--- src/logic/tvu_pkg.sv ---
package tvu_pkg;
  // Register byte offsets on the Avalon-MM slave.
  localparam logic [5:0] OFF_TRAP_FLAGS = 6'h00;
  localparam logic [5:0] OFF_VEC_SEG = 6'h04;
  localparam logic [5:0] OFF_CPU_CTRL1 = 6'h08;
  localparam logic [5:0] OFF_STATE = 6'h0C;
  localparam logic [5:0] OFF_INT_CTRL0 = 6'h10;
  localparam logic [5:0] OFF_IRQ_STATUS = 6'h24;
  localparam logic [5:0] OFF_IRQ_MASK = 6'h28;
  // Widths.
  localparam int NUM_A = 4;
  localparam int NUM_B = 8;
  localparam int NUM_FLAGS = 12;
  localparam int NUM_NODES = 5;
  localparam int NUM_EVT = 4;
  // Trap flag field positions: class A in the low nibble, class B above.
  localparam int FLAG_B_LSB = 4;
  // Interrupt control register fields.
  localparam int IC_REQ_BIT = 0;
  localparam int IC_EN_BIT = 1;
  // Interrupt event status bits.
  localparam int EVT_CLASS_A = 0;
  localparam int EVT_CLASS_B = 1;
  localparam int EVT_NODE = 2;
  localparam int EVT_SOFT = 3;
  // Trap numbers.
  localparam logic [6:0] TN_RESET = 7'h00;
  localparam logic [6:0] TN_SR0 = 7'h02;
  localparam logic [6:0] TN_STACK_OVERFLOW_FLAG = 7'h04;
  localparam logic [6:0] TN_STACK_UNDERFLOW_FLAG = 7'h06;
  localparam logic [6:0] TN_SBRK = 7'h08;
  localparam logic [6:0] TN_CLASS_B = 7'h0A;
  localparam logic [6:0] TN_ERU0 = 7'h68;
  localparam logic [6:0] TN_ERU1 = 7'h69;
  localparam logic [6:0] TN_ERU2 = 7'h6A;
  localparam logic [6:0] TN_ERU3 = 7'h6D;
  localparam logic [6:0] TN_EOP = 7'h6F;
  // Reserved hardware slots that must never be generated.
  localparam logic [6:0] TN_RSV_LO = 7'h65;
  localparam logic [6:0] TN_RSV_HI = 7'h67;
  // Reset values.
  localparam logic [7:0] VEC_SEG_RST = 8'h00;
  localparam logic [1:0] SPACING_RST = 2'h0;
  // Service levels.
  localparam logic [1:0] LVL_NONE = 2'h0;
  localparam logic [1:0] LVL_B = 2'h1;
  localparam logic [1:0] LVL_A = 2'h2;
  // Dispatcher states, Gray coded along boot, idle, offer.
  typedef enum logic [1:0] {
    ST_BOOT = 2'b00,
    ST_IDLE = 2'b01,
    ST_OFFER = 2'b11
  } tvu_state_t;
endpackage

--- src/logic/tvu_vec_calc.sv ---
`timescale 1ns/1ns
// Forms the full vector address from segment, trap number and spacing.
module tvu_vec_calc (
  // Vector selection.
  input wire logic [6:0] trap_num_i,
  input wire logic [1:0] spacing_i,
  input wire logic [7:0] segment_i,
  // Result.
  output logic [23:0] vec_addr_o
);
  logic [15:0] offset;

  // Spacing code 0 gives 4 bytes per vector, each step doubles it.
  always_comb begin
    offset = 16'({9'h000, trap_num_i} << (5'd2 + {3'h0, spacing_i}));
    vec_addr_o = {segment_i, offset};
  end
endmodule

--- src/logic/tvu_avl_slave.sv ---
`timescale 1ns/1ns
// Avalon-MM slave front end: one wait cycle, then completion.
module tvu_avl_slave (
  // Clock and reset.
  input wire logic ref_clk_i,
  input wire logic rst_b_i,
  // Avalon-MM request side.
  input wire logic avs_read_i,
  input wire logic avs_write_i,
  output logic avs_waitrequest_o,
  output logic [31:0] avs_readdata_o,
  // Register file side.
  input wire logic [31:0] reg_rdata_i,
  output logic rd_done_o,
  output logic wr_done_o
);
  logic ack_reg;
  logic ack_next;
  logic [31:0] rdata_reg;
  logic [31:0] rdata_next;

  // The first request cycle waits while read data are captured.
  always_comb begin
    ack_next = (avs_read_i | avs_write_i) & ~ack_reg;
    rdata_next = rdata_reg;
    if (avs_read_i && !ack_reg) begin
      rdata_next = reg_rdata_i;
    end
  end

  // Registers the acknowledge and the read data.
  always_ff @(posedge ref_clk_i or negedge rst_b_i) begin
    if (!rst_b_i) begin
      ack_reg <= 1'b0;
      rdata_reg <= 32'h0000_0000;
    end else begin
      ack_reg <= ack_next;
      rdata_reg <= rdata_next;
    end
  end

  assign avs_waitrequest_o = (avs_read_i | avs_write_i) & ~ack_reg;
  assign avs_readdata_o = rdata_reg;
  assign rd_done_o = avs_read_i & ack_reg;
  assign wr_done_o = avs_write_i & ack_reg;
endmodule

--- src/logic/tvu_trap_unit.sv ---
// The Avalon-MM slave port and the address map were left to the implementer.
`timescale 1ns/1ns
// Contract
// - A hardware trap forces a non-maskable branch offer to its vector.
// - Each hardware trap sets its own bit in the trap flag register.
// - A trap waits while a higher-priority trap service is in progress.
// - Hardware trap service blocks standard interrupt node requests.
// - Class A vectors are 0x08, 0x10, 0x18, 0x20, numbers 02 to 08.
// - All class B sources share vector 0x28, number 0A.
// - Class B sources each own a flag bit.
// - Software traps reach any number 00 to 7F at current priority.
// - Vector spacing comes from cpu_control_one; default spacing is 4 bytes.
// - Vector segment comes from vector_segment_register.
// - Reserved slots 0x194 to 0x19C are never generated by hardware.
// - External requests 0 to 2 vector to 0x1A0 to 0x1A8, numbers 68-6A.
// - External request 3 vectors to 0x1B4, number 6D.
// - End of subchannel request vectors to 0x1BC, number 6F.
module tvu_trap_unit (
  // Clock and reset.
  input wire logic ref_clk_i,
  input wire logic rst_b_i,
  // Avalon-MM slave.
  input wire logic [5:0] avs_address_i,
  input wire logic avs_read_i,
  input wire logic avs_write_i,
  input wire logic [31:0] avs_writedata_i,
  output logic [31:0] avs_readdata_o,
  output logic avs_waitrequest_o,
  // Trap and request sources; events are one-cycle pulses, software trap requests are held until ready.
  input wire logic [3:0] class_a_evt_i,
  input wire logic [7:0] class_b_evt_i,
  input wire logic [4:0] node_req_i,
  input wire logic sw_trap_valid_i,
  input wire logic [6:0] sw_trap_num_i,
  output logic sw_trap_ready_o,
  // Program sequencer side.
  output logic vec_valid_o,
  input wire logic vec_ready_i,
  output logic [23:0] vec_addr_o,
  output logic [6:0] vec_num_o,
  input wire logic svc_done_i,
  output logic [1:0] svc_level_o,
  // Interrupt.
  output logic irq_o
);
  ////////////////////////////////////////////////////////////////////////////
  logic [11:0] flags_reg, flags_next;
  logic [7:0] seg_reg, seg_next;
  logic [1:0] spc_reg, spc_next;
  logic [1:0] ic_reg [5], ic_next [5];
  logic [3:0] sts_reg, sts_next, msk_reg, msk_next;
  logic [3:0] apend_reg, apend_next, evt;
  logic [1:0] lvl_reg, lvl_next, prev_reg, prev_next;
  tvu_pkg::tvu_state_t st_reg, st_next;
  logic [6:0] num_reg, num_next, pick_num;
  logic [1:0] cls_reg, cls_next, pick_cls;
  logic [31:0] rdata;
  logic rd_done, wr_done, pick, pick_sw, accept;
  logic bpend_reg, bpend_next, sw_reg, sw_next;
  logic [4:0] node_live;

  // Bus front end.
  tvu_avl_slave u_slave (
    .ref_clk_i(ref_clk_i),
    .rst_b_i(rst_b_i),
    .avs_read_i(avs_read_i),
    .avs_write_i(avs_write_i),
    .avs_waitrequest_o(avs_waitrequest_o),
    .avs_readdata_o(avs_readdata_o),
    .reg_rdata_i(rdata),
    .rd_done_o(rd_done),
    .wr_done_o(wr_done)
  );
  // Address formation for the captured trap number.
  tvu_vec_calc u_calc (
    .trap_num_i(num_reg),
    .spacing_i(spc_reg),
    .segment_i(seg_reg),
    .vec_addr_o(vec_addr_o)
  );
  ////////////////////////////////////////////////////////////////////////////
  // Maps a node index to its trap number.
  function automatic logic [6:0] node_num(input int idx);
    case (idx)
      0: node_num = tvu_pkg::TN_ERU0;
      1: node_num = tvu_pkg::TN_ERU1;
      2: node_num = tvu_pkg::TN_ERU2;
      3: node_num = tvu_pkg::TN_ERU3;
      default: node_num = tvu_pkg::TN_EOP;
    endcase
  endfunction
  // Maps a class A index to its trap number.
  function automatic logic [6:0] a_num(input int idx);
    case (idx)
      0: a_num = tvu_pkg::TN_SR0;
      1: a_num = tvu_pkg::TN_STACK_OVERFLOW_FLAG;
      2: a_num = tvu_pkg::TN_STACK_UNDERFLOW_FLAG;
      default: a_num = tvu_pkg::TN_SBRK;
    endcase
  endfunction
  ////////////////////////////////////////////////////////////////////////////
  // Arbitration: class A, then class B, then nodes, then software traps.
  always_comb begin
    pick = 1'b0;
    pick_sw = 1'b0;
    pick_num = tvu_pkg::TN_RESET;
    pick_cls = tvu_pkg::LVL_NONE;
    for (int i = 0; i < tvu_pkg::NUM_NODES; i++) begin
      node_live[i] = ic_reg[i][tvu_pkg::IC_REQ_BIT] & ic_reg[i][tvu_pkg::IC_EN_BIT];
    end
    if (|apend_reg && lvl_reg != tvu_pkg::LVL_A) begin
      pick = 1'b1;
      pick_cls = tvu_pkg::LVL_A;
      for (int i = tvu_pkg::NUM_A - 1; i >= 0; i--) begin
        if (apend_reg[i]) begin
          pick_num = a_num(i);
        end
      end
    end else if (bpend_reg && lvl_reg == tvu_pkg::LVL_NONE) begin
      pick = 1'b1;
      pick_cls = tvu_pkg::LVL_B;
      pick_num = tvu_pkg::TN_CLASS_B;
    end else if (|node_live && lvl_reg == tvu_pkg::LVL_NONE) begin
      pick = 1'b1;
      for (int i = tvu_pkg::NUM_NODES - 1; i >= 0; i--) begin
        if (node_live[i]) begin
          pick_num = node_num(i);
        end
      end
    end else if (sw_trap_valid_i) begin
      pick = 1'b1;
      pick_sw = 1'b1;
      pick_num = sw_trap_num_i;
    end
  end

  assign sw_trap_ready_o = (st_reg == tvu_pkg::ST_IDLE) & pick_sw;
  assign vec_valid_o = (st_reg != tvu_pkg::ST_IDLE);
  assign accept = vec_valid_o & vec_ready_i;
  assign vec_num_o = num_reg;
  assign svc_level_o = lvl_reg;
  assign irq_o = |(sts_reg & msk_reg);
  ////////////////////////////////////////////////////////////////////////////
  // Dispatcher sequencing and service level tracking.
  always_comb begin
    st_next = st_reg;
    num_next = num_reg;
    cls_next = cls_reg;
    lvl_next = lvl_reg;
    prev_next = prev_reg;
    sw_next = sw_reg;
    evt = 4'h0;
    if (svc_done_i) begin
      lvl_next = prev_reg;
      prev_next = tvu_pkg::LVL_NONE;
    end
    case (st_reg)
      tvu_pkg::ST_BOOT: begin
        if (accept) begin
          st_next = tvu_pkg::ST_IDLE;
        end
      end
      tvu_pkg::ST_IDLE: begin
        if (pick) begin
          st_next = tvu_pkg::ST_OFFER;
          num_next = pick_num;
          cls_next = pick_cls;
          sw_next = pick_sw;
        end
      end
      tvu_pkg::ST_OFFER: begin
        if (vec_ready_i) begin
          st_next = tvu_pkg::ST_IDLE;
          if (cls_reg != tvu_pkg::LVL_NONE) begin
            prev_next = lvl_reg;
            lvl_next = cls_reg;
          end
          evt[tvu_pkg::EVT_CLASS_A] = (cls_reg == tvu_pkg::LVL_A);
          evt[tvu_pkg::EVT_CLASS_B] = (cls_reg == tvu_pkg::LVL_B);
          evt[tvu_pkg::EVT_NODE] = (cls_reg == tvu_pkg::LVL_NONE) & ~sw_reg;
          evt[tvu_pkg::EVT_SOFT] = sw_reg;
        end
      end
      default: st_next = tvu_pkg::ST_IDLE;
    endcase
  end
  ////////////////////////////////////////////////////////////////////////////
  // Register reads.
  always_comb begin
    rdata = 32'h0000_0000;
    case (avs_address_i)
      tvu_pkg::OFF_TRAP_FLAGS: rdata = {20'h00000, flags_reg};
      tvu_pkg::OFF_VEC_SEG: rdata = {24'h000000, seg_reg};
      tvu_pkg::OFF_CPU_CTRL1: rdata = {30'h00000000, spc_reg};
      tvu_pkg::OFF_STATE: rdata = {28'h0000000, prev_reg, lvl_reg};
      tvu_pkg::OFF_IRQ_STATUS: rdata = {28'h0000000, sts_reg};
      tvu_pkg::OFF_IRQ_MASK: rdata = {28'h0000000, msk_reg};
      default: begin
        for (int i = 0; i < tvu_pkg::NUM_NODES; i++) begin
          if (avs_address_i == 6'(tvu_pkg::OFF_INT_CTRL0 + 6'(4 * i))) begin
            rdata = {30'h00000000, ic_reg[i]};
          end
        end
      end
    endcase
  end

  // Register writes and hardware updates; hardware sets win over clears.
  always_comb begin
    flags_next = flags_reg;
    seg_next = seg_reg;
    spc_next = spc_reg;
    msk_next = msk_reg;
    sts_next = sts_reg;
    apend_next = apend_reg;
    bpend_next = bpend_reg;
    for (int i = 0; i < tvu_pkg::NUM_NODES; i++) begin
      ic_next[i] = ic_reg[i];
    end
    if (wr_done) begin
      case (avs_address_i)
        tvu_pkg::OFF_TRAP_FLAGS: flags_next = flags_reg & ~avs_writedata_i[11:0];
        tvu_pkg::OFF_VEC_SEG: seg_next = avs_writedata_i[7:0];
        tvu_pkg::OFF_CPU_CTRL1: spc_next = avs_writedata_i[1:0];
        tvu_pkg::OFF_IRQ_MASK: msk_next = avs_writedata_i[3:0];
        default: begin
          for (int i = 0; i < tvu_pkg::NUM_NODES; i++) begin
            if (avs_address_i == 6'(tvu_pkg::OFF_INT_CTRL0 + 6'(4 * i))) begin
              ic_next[i] = avs_writedata_i[1:0];
            end
          end
        end
      endcase
    end
    if (rd_done && avs_address_i == tvu_pkg::OFF_IRQ_STATUS) begin
      sts_next = 4'h0;
    end
    sts_next = sts_next | evt;
    if (accept && st_reg == tvu_pkg::ST_OFFER) begin
      if (cls_reg == tvu_pkg::LVL_A) begin
        for (int i = 0; i < tvu_pkg::NUM_A; i++) begin
          if (a_num(i) == num_reg) begin
            apend_next[i] = 1'b0;
          end
        end
      end
      if (cls_reg == tvu_pkg::LVL_B) begin
        bpend_next = 1'b0;
      end
      for (int i = 0; i < tvu_pkg::NUM_NODES; i++) begin
        if (cls_reg == tvu_pkg::LVL_NONE && !sw_reg && node_num(i) == num_reg) begin
          ic_next[i][tvu_pkg::IC_REQ_BIT] = 1'b0;
        end
      end
    end
    flags_next = flags_next | {class_b_evt_i, class_a_evt_i};
    apend_next = apend_next | class_a_evt_i;
    bpend_next = bpend_next | (|class_b_evt_i);
    for (int i = 0; i < tvu_pkg::NUM_NODES; i++) begin
      ic_next[i][tvu_pkg::IC_REQ_BIT] = ic_next[i][tvu_pkg::IC_REQ_BIT] | node_req_i[i];
    end
  end
  // State registers; reset leaves the reset vector on offer.
  always_ff @(posedge ref_clk_i or negedge rst_b_i) begin
    if (!rst_b_i) begin
      st_reg <= tvu_pkg::ST_BOOT;
      num_reg <= tvu_pkg::TN_RESET;
      cls_reg <= tvu_pkg::LVL_NONE;
      lvl_reg <= tvu_pkg::LVL_NONE;
      prev_reg <= tvu_pkg::LVL_NONE;
      flags_reg <= 12'h000;
      seg_reg <= tvu_pkg::VEC_SEG_RST;
      spc_reg <= tvu_pkg::SPACING_RST;
      msk_reg <= 4'h0;
      sts_reg <= 4'h0;
      apend_reg <= 4'h0;
      bpend_reg <= 1'b0;
      sw_reg <= 1'b0;
      for (int i = 0; i < tvu_pkg::NUM_NODES; i++) begin
        ic_reg[i] <= 2'h0;
      end
    end else begin
      st_reg <= st_next;
      num_reg <= num_next;
      cls_reg <= cls_next;
      lvl_reg <= lvl_next;
      prev_reg <= prev_next;
      flags_reg <= flags_next;
      seg_reg <= seg_next;
      spc_reg <= spc_next;
      msk_reg <= msk_next;
      sts_reg <= sts_next;
      apend_reg <= apend_next;
      bpend_reg <= bpend_next;
      sw_reg <= sw_next;
      for (int i = 0; i < tvu_pkg::NUM_NODES; i++) begin
        ic_reg[i] <= ic_next[i];
      end
    end
  end
  ////////////////////////////////////////////////////////////////////////////
  // Checks on the dispatcher.
  boot_first_a: assert property (@(posedge ref_clk_i) $rose(rst_b_i) |->
    vec_valid_o && vec_num_o == tvu_pkg::TN_RESET && vec_addr_o[15:0] == 16'h0000)
    else $error("Reset vector not offered first.");
  offer_held_a: assert property (@(posedge ref_clk_i) disable iff (!rst_b_i)
    vec_valid_o && !vec_ready_i |=> vec_valid_o && $stable(vec_num_o))
    else $error("Vector offer dropped before acceptance.");
  flag_set_a: assert property (@(posedge ref_clk_i) disable iff (!rst_b_i)
    class_a_evt_i[1] |=> flags_reg[1])
    else $error("Trap flag not set by its event.");
  flag_sticky_a: assert property (@(posedge ref_clk_i) disable iff (!rst_b_i)
    flags_reg[5] && !wr_done |=> flags_reg[5])
    else $error("Trap flag cleared without software.");
  b_vector_a: assert property (@(posedge ref_clk_i) disable iff (!rst_b_i)
    vec_valid_o && cls_reg == tvu_pkg::LVL_B && spc_reg == 2'h0 |->
    vec_addr_o[15:0] == 16'h0028)
    else $error("Class B vector offset wrong.");
  a_vector_a: assert property (@(posedge ref_clk_i) disable iff (!rst_b_i)
    class_a_evt_i == 4'h8 && st_reg == tvu_pkg::ST_IDLE && lvl_reg == tvu_pkg::LVL_NONE
    && spc_reg == 2'h0 && !pick |=> ##1 vec_valid_o && vec_addr_o[15:0] == 16'h0020)
    else $error("Software break vector wrong.");
  no_node_a: assert property (@(posedge ref_clk_i) disable iff (!rst_b_i)
    lvl_reg != tvu_pkg::LVL_NONE && st_reg == tvu_pkg::ST_IDLE |=>
    !(vec_valid_o && cls_reg == tvu_pkg::LVL_NONE && !sw_reg))
    else $error("Interrupt node taken during trap service.");
  no_b_in_a_a: assert property (@(posedge ref_clk_i) disable iff (!rst_b_i)
    lvl_reg == tvu_pkg::LVL_A && st_reg == tvu_pkg::ST_IDLE |=>
    !(vec_valid_o && cls_reg == tvu_pkg::LVL_B))
    else $error("Class B taken inside class A service.");
  no_reserved_a: assert property (@(posedge ref_clk_i) disable iff (!rst_b_i)
    vec_valid_o && cls_reg == tvu_pkg::LVL_NONE && !sw_reg |->
    !(vec_num_o >= tvu_pkg::TN_RSV_LO && vec_num_o <= tvu_pkg::TN_RSV_HI))
    else $error("Reserved vector generated.");
  segment_a: assert property (@(posedge ref_clk_i) disable iff (!rst_b_i)
    vec_valid_o |-> vec_addr_o[23:16] == seg_reg)
    else $error("Vector segment not taken from segment register.");
endmodule

--- config.mk ---
export PLATFORM = sky130hd
export DESIGN_NAME = tvu_trap_unit
export DESIGN_NICKNAME = d
export VERILOG_FILES = /design/src/logic/tvu_pkg.sv /design/src/logic/tvu_vec_calc.sv /design/src/logic/tvu_avl_slave.sv /design/src/logic/tvu_trap_unit.sv
export SDC_FILE = /design/constraint.sdc
export NUM_CORES = 1
export LEC_CHECK = 0
export BUFFER_PORTS_ARGS = -buffer_cell sky130_fd_sc_hd__buf_2
export CAP_MARGIN = 20
export CORE_MARGIN = 2
export CORE_UTILIZATION = 30
export DETAILED_ROUTE_END_ITERATION = 8
export HOLD_SLACK_MARGIN = 0.12
export PLACE_DENSITY = 0.56
export SYNTH_ARGS = -nofsm -noshare
export SYNTH_HDL_FRONTEND = slang
export SYNTH_SLANG_ARGS = --single-unit
--- constraint.sdc ---
create_clock -name ref_clk_i -period 2.9 [get_ports ref_clk_i]
set_input_delay 0.58 -clock ref_clk_i [delete_from_list [all_inputs] [get_ports ref_clk_i]]
set_output_delay 0.58 -clock ref_clk_i [all_outputs]
set_load 0.02 [all_outputs]
==> impl_metrics.py, run 1 <==
metrics = {
    "clock_tree": {
        "clkLatencyLatePin_ps": 340,
        "path_clk_slew_ps": 60,
        "post-cts-setup-buffers": 0,
        "clockRootBuffer": "clkbuf_16",
        "h-tree-depth": 3,
        "cts_resized": 0,
        "cts_tree": "yes",
        "clockBufferDepth": 2,
        "cts_sinks": 74,
        "hold_buffers": 0,
        "cts_buffers": 9,
    },
    "worst_setup_path": {
        "worstSetupEndpoint": "sw_trap_ready_o",
        "cp-startpoint": "ic_reg[7]",
        "critical_path_class": "flip-flop to output pin",
        "rrSetupSlack_ps": 880,
        "cp_top_family": "compound AO/OA/AOI/OAI gates",
        "critical_path_arrival_ps": 2160,
        "slowest_stage": "a222oi_1",
        "required_ps": 2320,
        "path_buf_inv": 1,
        "max_stage_delay_ps": 520,
        "reg2reg_depth": 4,
        "reg2reg_to": "vec_num_o[2]",
        "crit_chain": "a222oi_1 > a21oi_1 > nor2b_1 > and3_1 > buf_2",
        "crit_fanout": 4,
        "r2r-start": "ic_reg[7]",
        "path_depth": 5,
        "end_kind": "output pin",
        "cp-start-kind": "flip-flop",
    },
    "placed_design": {
        "dpl-instance-area_um2": 4590,
        "place.gp.congestion": 0.810,
        "port_buffers": 91,
        "dp.cells": 664,
        "dp_hpwl_um": 8190,
    },
    "final_layout": {
        "area_growth_pct": 20.5,
        "layout-drive-gt1-share": 0.290,
        "seq_area_um2": 1850,
        "final_area_um2": 4900,
        "n_fill_cell": 1376,
        "nNetsFinal": 568,
        "fin_util": 0.370,
        "num_antenna_cells": 0,
        "multiInputGateArea_um2": 1990,
        "final-instance-count-excl-fill": 680,
    },
    "pwr": {
        "ir_drop_mv": 0.331,
        "cellPowerDensity_nw_per_um2": 660,
        "p_leak_nw": 2.22,
    },
    "logic_synthesis": {
        "async_reset_ff_frac": 1.00,
        "yosys-top-cells-area": "dfrtp_1 46%, mux2_2 6.1%, buf_4 5.0%",
        "ys_seq_area_frac": 0.456,
        "syn_avg_cell_area_um2": 9.87,
        "netlist.area_leader.share": 0.456,
        "synth_most_common_cell": "dfrtp_1",
        "synth_top_cell_by_area": "dfrtp_1",
        "synth_seq_cells": 74,
        "dominantRegCellSynth": "dfrtp_1",
        "synth_area_um2": 4070,
        "synth_cell_types": 53,
        "yosysWarnings": 0,
        "synth-edff-count": 0,
        "netlist_top_cells_count": "74 x dfrtp_1, 51 x nand2_1, 28 x nor2_1",
        "syn-instance-count": 412,
    },
    "status": {
        "run_status": "complete, no violations",
    },
    "grt": {
        "antenna_found_initial": 0,
        "grt_max_degree": 51,
        "overflow": 0,
        "grtUsageTotal": 0.150,
        "grt_first_pass_wirelength_um": 16800,
        "grt_pass1_vias": 3182,
    },
    "sta": {
        "setup_viol": 0,
        "max_freq_mhz": 366,
        "slew_headroom": 0.589,
        "min_period_over_period": 0.943,
        "whs_ps": 250,
        "clock_skew_ps": 7.14,
        "period_needed_ps": 2740,
        "drv_slew": 0,
        "rsz0062_at_grt": "false",
        "worst_pin_slew_ps": 616,
        "final_hold_viol_count": 0,
        "tns_ps": 0,
    },
    "drt": {
        "drtIter0Drc": 195,
        "drt-total-wl_um": 10600,
        "vias": 3344,
        "drcViolationCount": 0,
        "wl_per_cell_um": 15.6,
        "drtPass1Iterations": 6,
        "post_drt_via_cell_ratio": 4.92,
        "postRouteAntennaNets": 0,
    },
    "die": {
        "die_w_um": 120,
        "rows": 42,
        "die_area_um2": 14500,
        "die_h_um": 120,
        "core_um2": 13200,
        "ioPinCount": 138,
        "initial_core_util": 0.307,
    },
    "min_path": {
        "min_path_type": "primary input to async pin",
    },
    "job": {
        "cap_viol_max_count": 0,
    },
}
[final cells by class]
| type | instances | area share |
|---|---|---|
| inverter | 7 | 0.00536 |
| tap | 176 | 0.0450 |
| timing repair buffer | 95 | 0.102 |
| clock inverter | 6 | 0.0151 |
| sequential | 74 | 0.378 |
| multi-input combinational | 312 | 0.406 |
| clock buffer | 10 | 0.0488 |
[cell families (layout without fill, tap and decap cells)]
group,Yosys count,count (layout),synth area share
flip-flops,74,74,0.456
multiplexers,42,42,0.117
buffers and inverters,51,118,0.0782
AND/OR/NAND/NOR,156,156,0.197
other,1,26,0.000922
AO/OA/AOI/OAI,88,88,0.151
[power by group]
group	switching (W)	internal [W]	total (W)
clock network	0.000451	0.000698	0.00115
registers	0.000159	0.00113	0.00129
logic	0.000496	0.000297	0.000793
total	0.00111	0.00213	0.00323
[routing by layer]
| metal | global-route usage | up-vias | routed length (um) |
|---|---|---|---|
| met3 | 0.0410 | 9 | 637 |
| met1 | 0.203 | 1623 | 4940 |
| met4 | 0.0509 | 0 | 160 |
| met2 | 0.231 | 100 | 4890 |
| met5 | 0 | - | 0 |
| li1 | - | 1612 | - |
[how the worst min path moves through the flow]
stage	from	to	slack (ps)	cells after the start
CTS	rst_b_i	seg_reg[6]	250	1
global placement	u_slave.avs_readdata_o[11]	u_slave.avs_readdata_o[11]	450	2
finish	rst_b_i	seg_reg[6]	250	1
floorplan	rst_b_i	apend_reg[0]	280	0
global route	rst_b_i	seg_reg[6]	290	1
detailed placement	u_slave.avs_readdata_o[8]	u_slave.avs_readdata_o[8]	460	2
[stage by stage]
| step | total power, W | worst slack, ps |
|---|---|---|
| floorplan | 0.00183 | 851 |
| global placement | 0.00209 | 556 |
| detailed placement | 0.00211 | 540 |
| CTS | 0.00327 | 174 |
| global route | 0.00340 | 9.05 |
| finish | 0.00323 | 165 |
[placed cells by master (no fill, tap or decap), types with 5 or more instances in the layout]
cell type	netlist	layout
buf_2	4	91
dfrtp_1	74	74
nand2_1	51	51
nor2_1	28	28
conb_1	1	26
mux2_2	22	22
nand3_1	18	18
mux2i_1	18	18
o21ai_0	18	18
a21o_1	17	17
a21oi_1	14	14
nor3_1	10	10
clkbuf_16	0	9
nor2b_1	7	7
inv_1	7	7
a31oi_1	7	7
nand3b_1	6	6
and3_1	5	5
nor3b_1	5	5
nand2b_1	5	5
a22oi_1	5	5
(Power assumes the default switching activity.)
==> run 2, diff against run 1 <==
--- a/config.mk
+++ b/config.mk
@@ -9,6 +9,7 @@
 export CAP_MARGIN = 20
 export CORE_MARGIN = 2
 export CORE_UTILIZATION = 30
+export CTS_CLUSTER_SIZE = 28
 export DETAILED_ROUTE_END_ITERATION = 8
 export HOLD_SLACK_MARGIN = 0.12
 export PLACE_DENSITY = 0.56
==> constraint.sdc (replaced) <==
create_clock -name ref_clk_i -period 3.3 [get_ports ref_clk_i]
set_input_delay 0.66 -clock ref_clk_i [delete_from_list [all_inputs] [get_ports ref_clk_i]]
set_output_delay 0.66 -clock ref_clk_i [all_outputs]
set_load 0.02 [all_outputs]
==> impl_metrics.py, run 2 (same netlist as run 1, synthesis figures left out) <==
metrics = {
    "clock_tree": {
        "cts_buffers": 9,
        "clockBufferDepth": 2,
        "h-tree-depth": 3,
        "cts_resized": 0,
        "clockRootBuffer": "clkbuf_16",
        "clkLatencyLatePin_ps": 330,
        "cts_tree": "yes",
        "post-cts-setup-buffers": 0,
        "cts_sinks": 74,
        "hold_buffers": 0,
        "path_clk_slew_ps": 50,
    },
    "sta": {
        "whs_ps": 221,
        "slew_headroom": 0.579,
        "setup_viol": 0,
        "period_needed_ps": 2830,
        "rsz0062_at_grt": "false",
        "layout_setup_ws_ps": 474,
        "tns_ps": 0,
        "max_freq_mhz": 354,
        "drv_slew": 0,
        "worst_pin_slew_ps": 627,
        "min_period_over_period": 0.857,
        "final_hold_viol_count": 0,
        "clock_skew_ps": 5.01,
    },
    "final_layout": {
        "area_growth_pct": 20.6,
        "num_antenna_cells": 0,
        "layout_commonest_cell": "buf_2",
        "final-instance-count-excl-fill": 679,
        "nNetsFinal": 567,
        "layout-drive-gt1-share": 0.288,
        "layout_common_cells": "91 x buf_2, 74 x dfrtp_1, 51 x nand2_1",
    },
    "die": {
        "ioPinCount": 138,
        "rows": 42,
        "initial_core_util": 0.307,
        "die_w_um": 120,
        "core_um2": 13200,
        "die_h_um": 120,
        "die_area_um2": 14500,
    },
    "placed_design": {
        "dp.cells": 663,
        "pre_cts_slack_ps": 813,
        "place.gp.congestion": 0.810,
        "dp_hpwl_um": 8200,
        "port_buffers": 91,
    },
    "drt": {
        "drtPass1Iterations": 6,
        "vias": 3359,
        "post_drt_via_cell_ratio": 4.95,
        "postRouteAntennaNets": 0,
        "wl_per_cell_um": 15.7,
        "drtIter0Drc": 295,
        "drt-total-wl_um": 10700,
        "drcViolationCount": 0,
    },
    "worst_setup_path": {
        "reg2reg_to": "vec_num_o[2]",
        "critical_path_class": "flip-flop to output pin",
        "reg2reg_depth": 4,
        "required_ps": 2640,
        "crit_fanout": 7,
        "r2r-start": "ic_reg[7]",
        "critical_path_arrival_ps": 2170,
        "rrSetupSlack_ps": 1240,
        "end_kind": "output pin",
        "cp-start-kind": "flip-flop",
    },
    "grt": {
        "grt_pass1_vias": 3237,
        "grt_first_pass_wirelength_um": 17400,
        "grtUsageTotal": 0.154,
        "antenna_found_initial": 0,
        "overflow": 0,
        "grt_max_degree": 64,
    },
    "pwr": {
        "total_power_w": 0.00286,
        "ir_drop_mv": 0.262,
        "cellPowerDensity_nw_per_um2": 584,
        "p_leak_nw": 2.21,
    },
    "job": {
        "cap_viol_max_count": 0,
    },
    "status": {
        "run_status": "complete, no violations",
    },
    "min_path": {
        "min_path_type": "primary input to async pin",
    },
}
## run 2: cell type report
cell class | instances | area, um2
clock inverters | 3 | 45.0
repair buffers | 94 | 490
fillers | 1334 | 8340
flip-flops and latches | 74 | 1850
inverters | 7 | 26.3
clock buffers | 13 | 280
multi-input cells | 312 | 1990
well taps | 176 | 220
## run 2: how the worst max path moves through the flow
| stage | start | end | slack, ps |
|---|---|---|---|
| after detailed placement | apend_reg[2] | sw_trap_ready_o | 810 |
| after CTS | apend_reg[2] | sw_trap_ready_o | 450 |
| after floorplan | apend_reg[2] | sw_trap_ready_o | 1170 |
| final | apend_reg[2] | sw_trap_ready_o | 470 |
| after global placement | apend_reg[2] | sw_trap_ready_o | 830 |
| after global routing | apend_reg[2] | sw_trap_ready_o | 330 |
## run 2: worst max-delay path, cell delays in order (launching register included)
cell and delay (ps):
dfrtp_1 420, nor4_2 370, nor2_1 220, a21oi_1 310, and3_1 310, buf_2 200
## run 2: per-stage QoR
stage | util | area, um2
after global placement | 0.346 | 4580
after floorplan | - | 4160
after detailed placement | 0.346 | 4580
after CTS | 0.370 | 4900
after global routing | 0.370 | 4900
final | 0.370 | 4900
## run 2: power breakdown
group / leakage (nW) / internal [W] / switching, W
clock network: 0.154 / 0.000667 / 0.000369
registers: 0.868 / 0.000997 / 0.000139
logic: 1.19 / 0.000253 / 0.000438
## run 2: layer usage
metal,part of all wire,vias to the layer above,global-route usage
met4,0.0072,0,0.0465
met3,0.054,7,0.0363
li1,-,1616,-
met2,0.47,117,0.245
met5,0,-,0
met1,0.46,1619,0.207
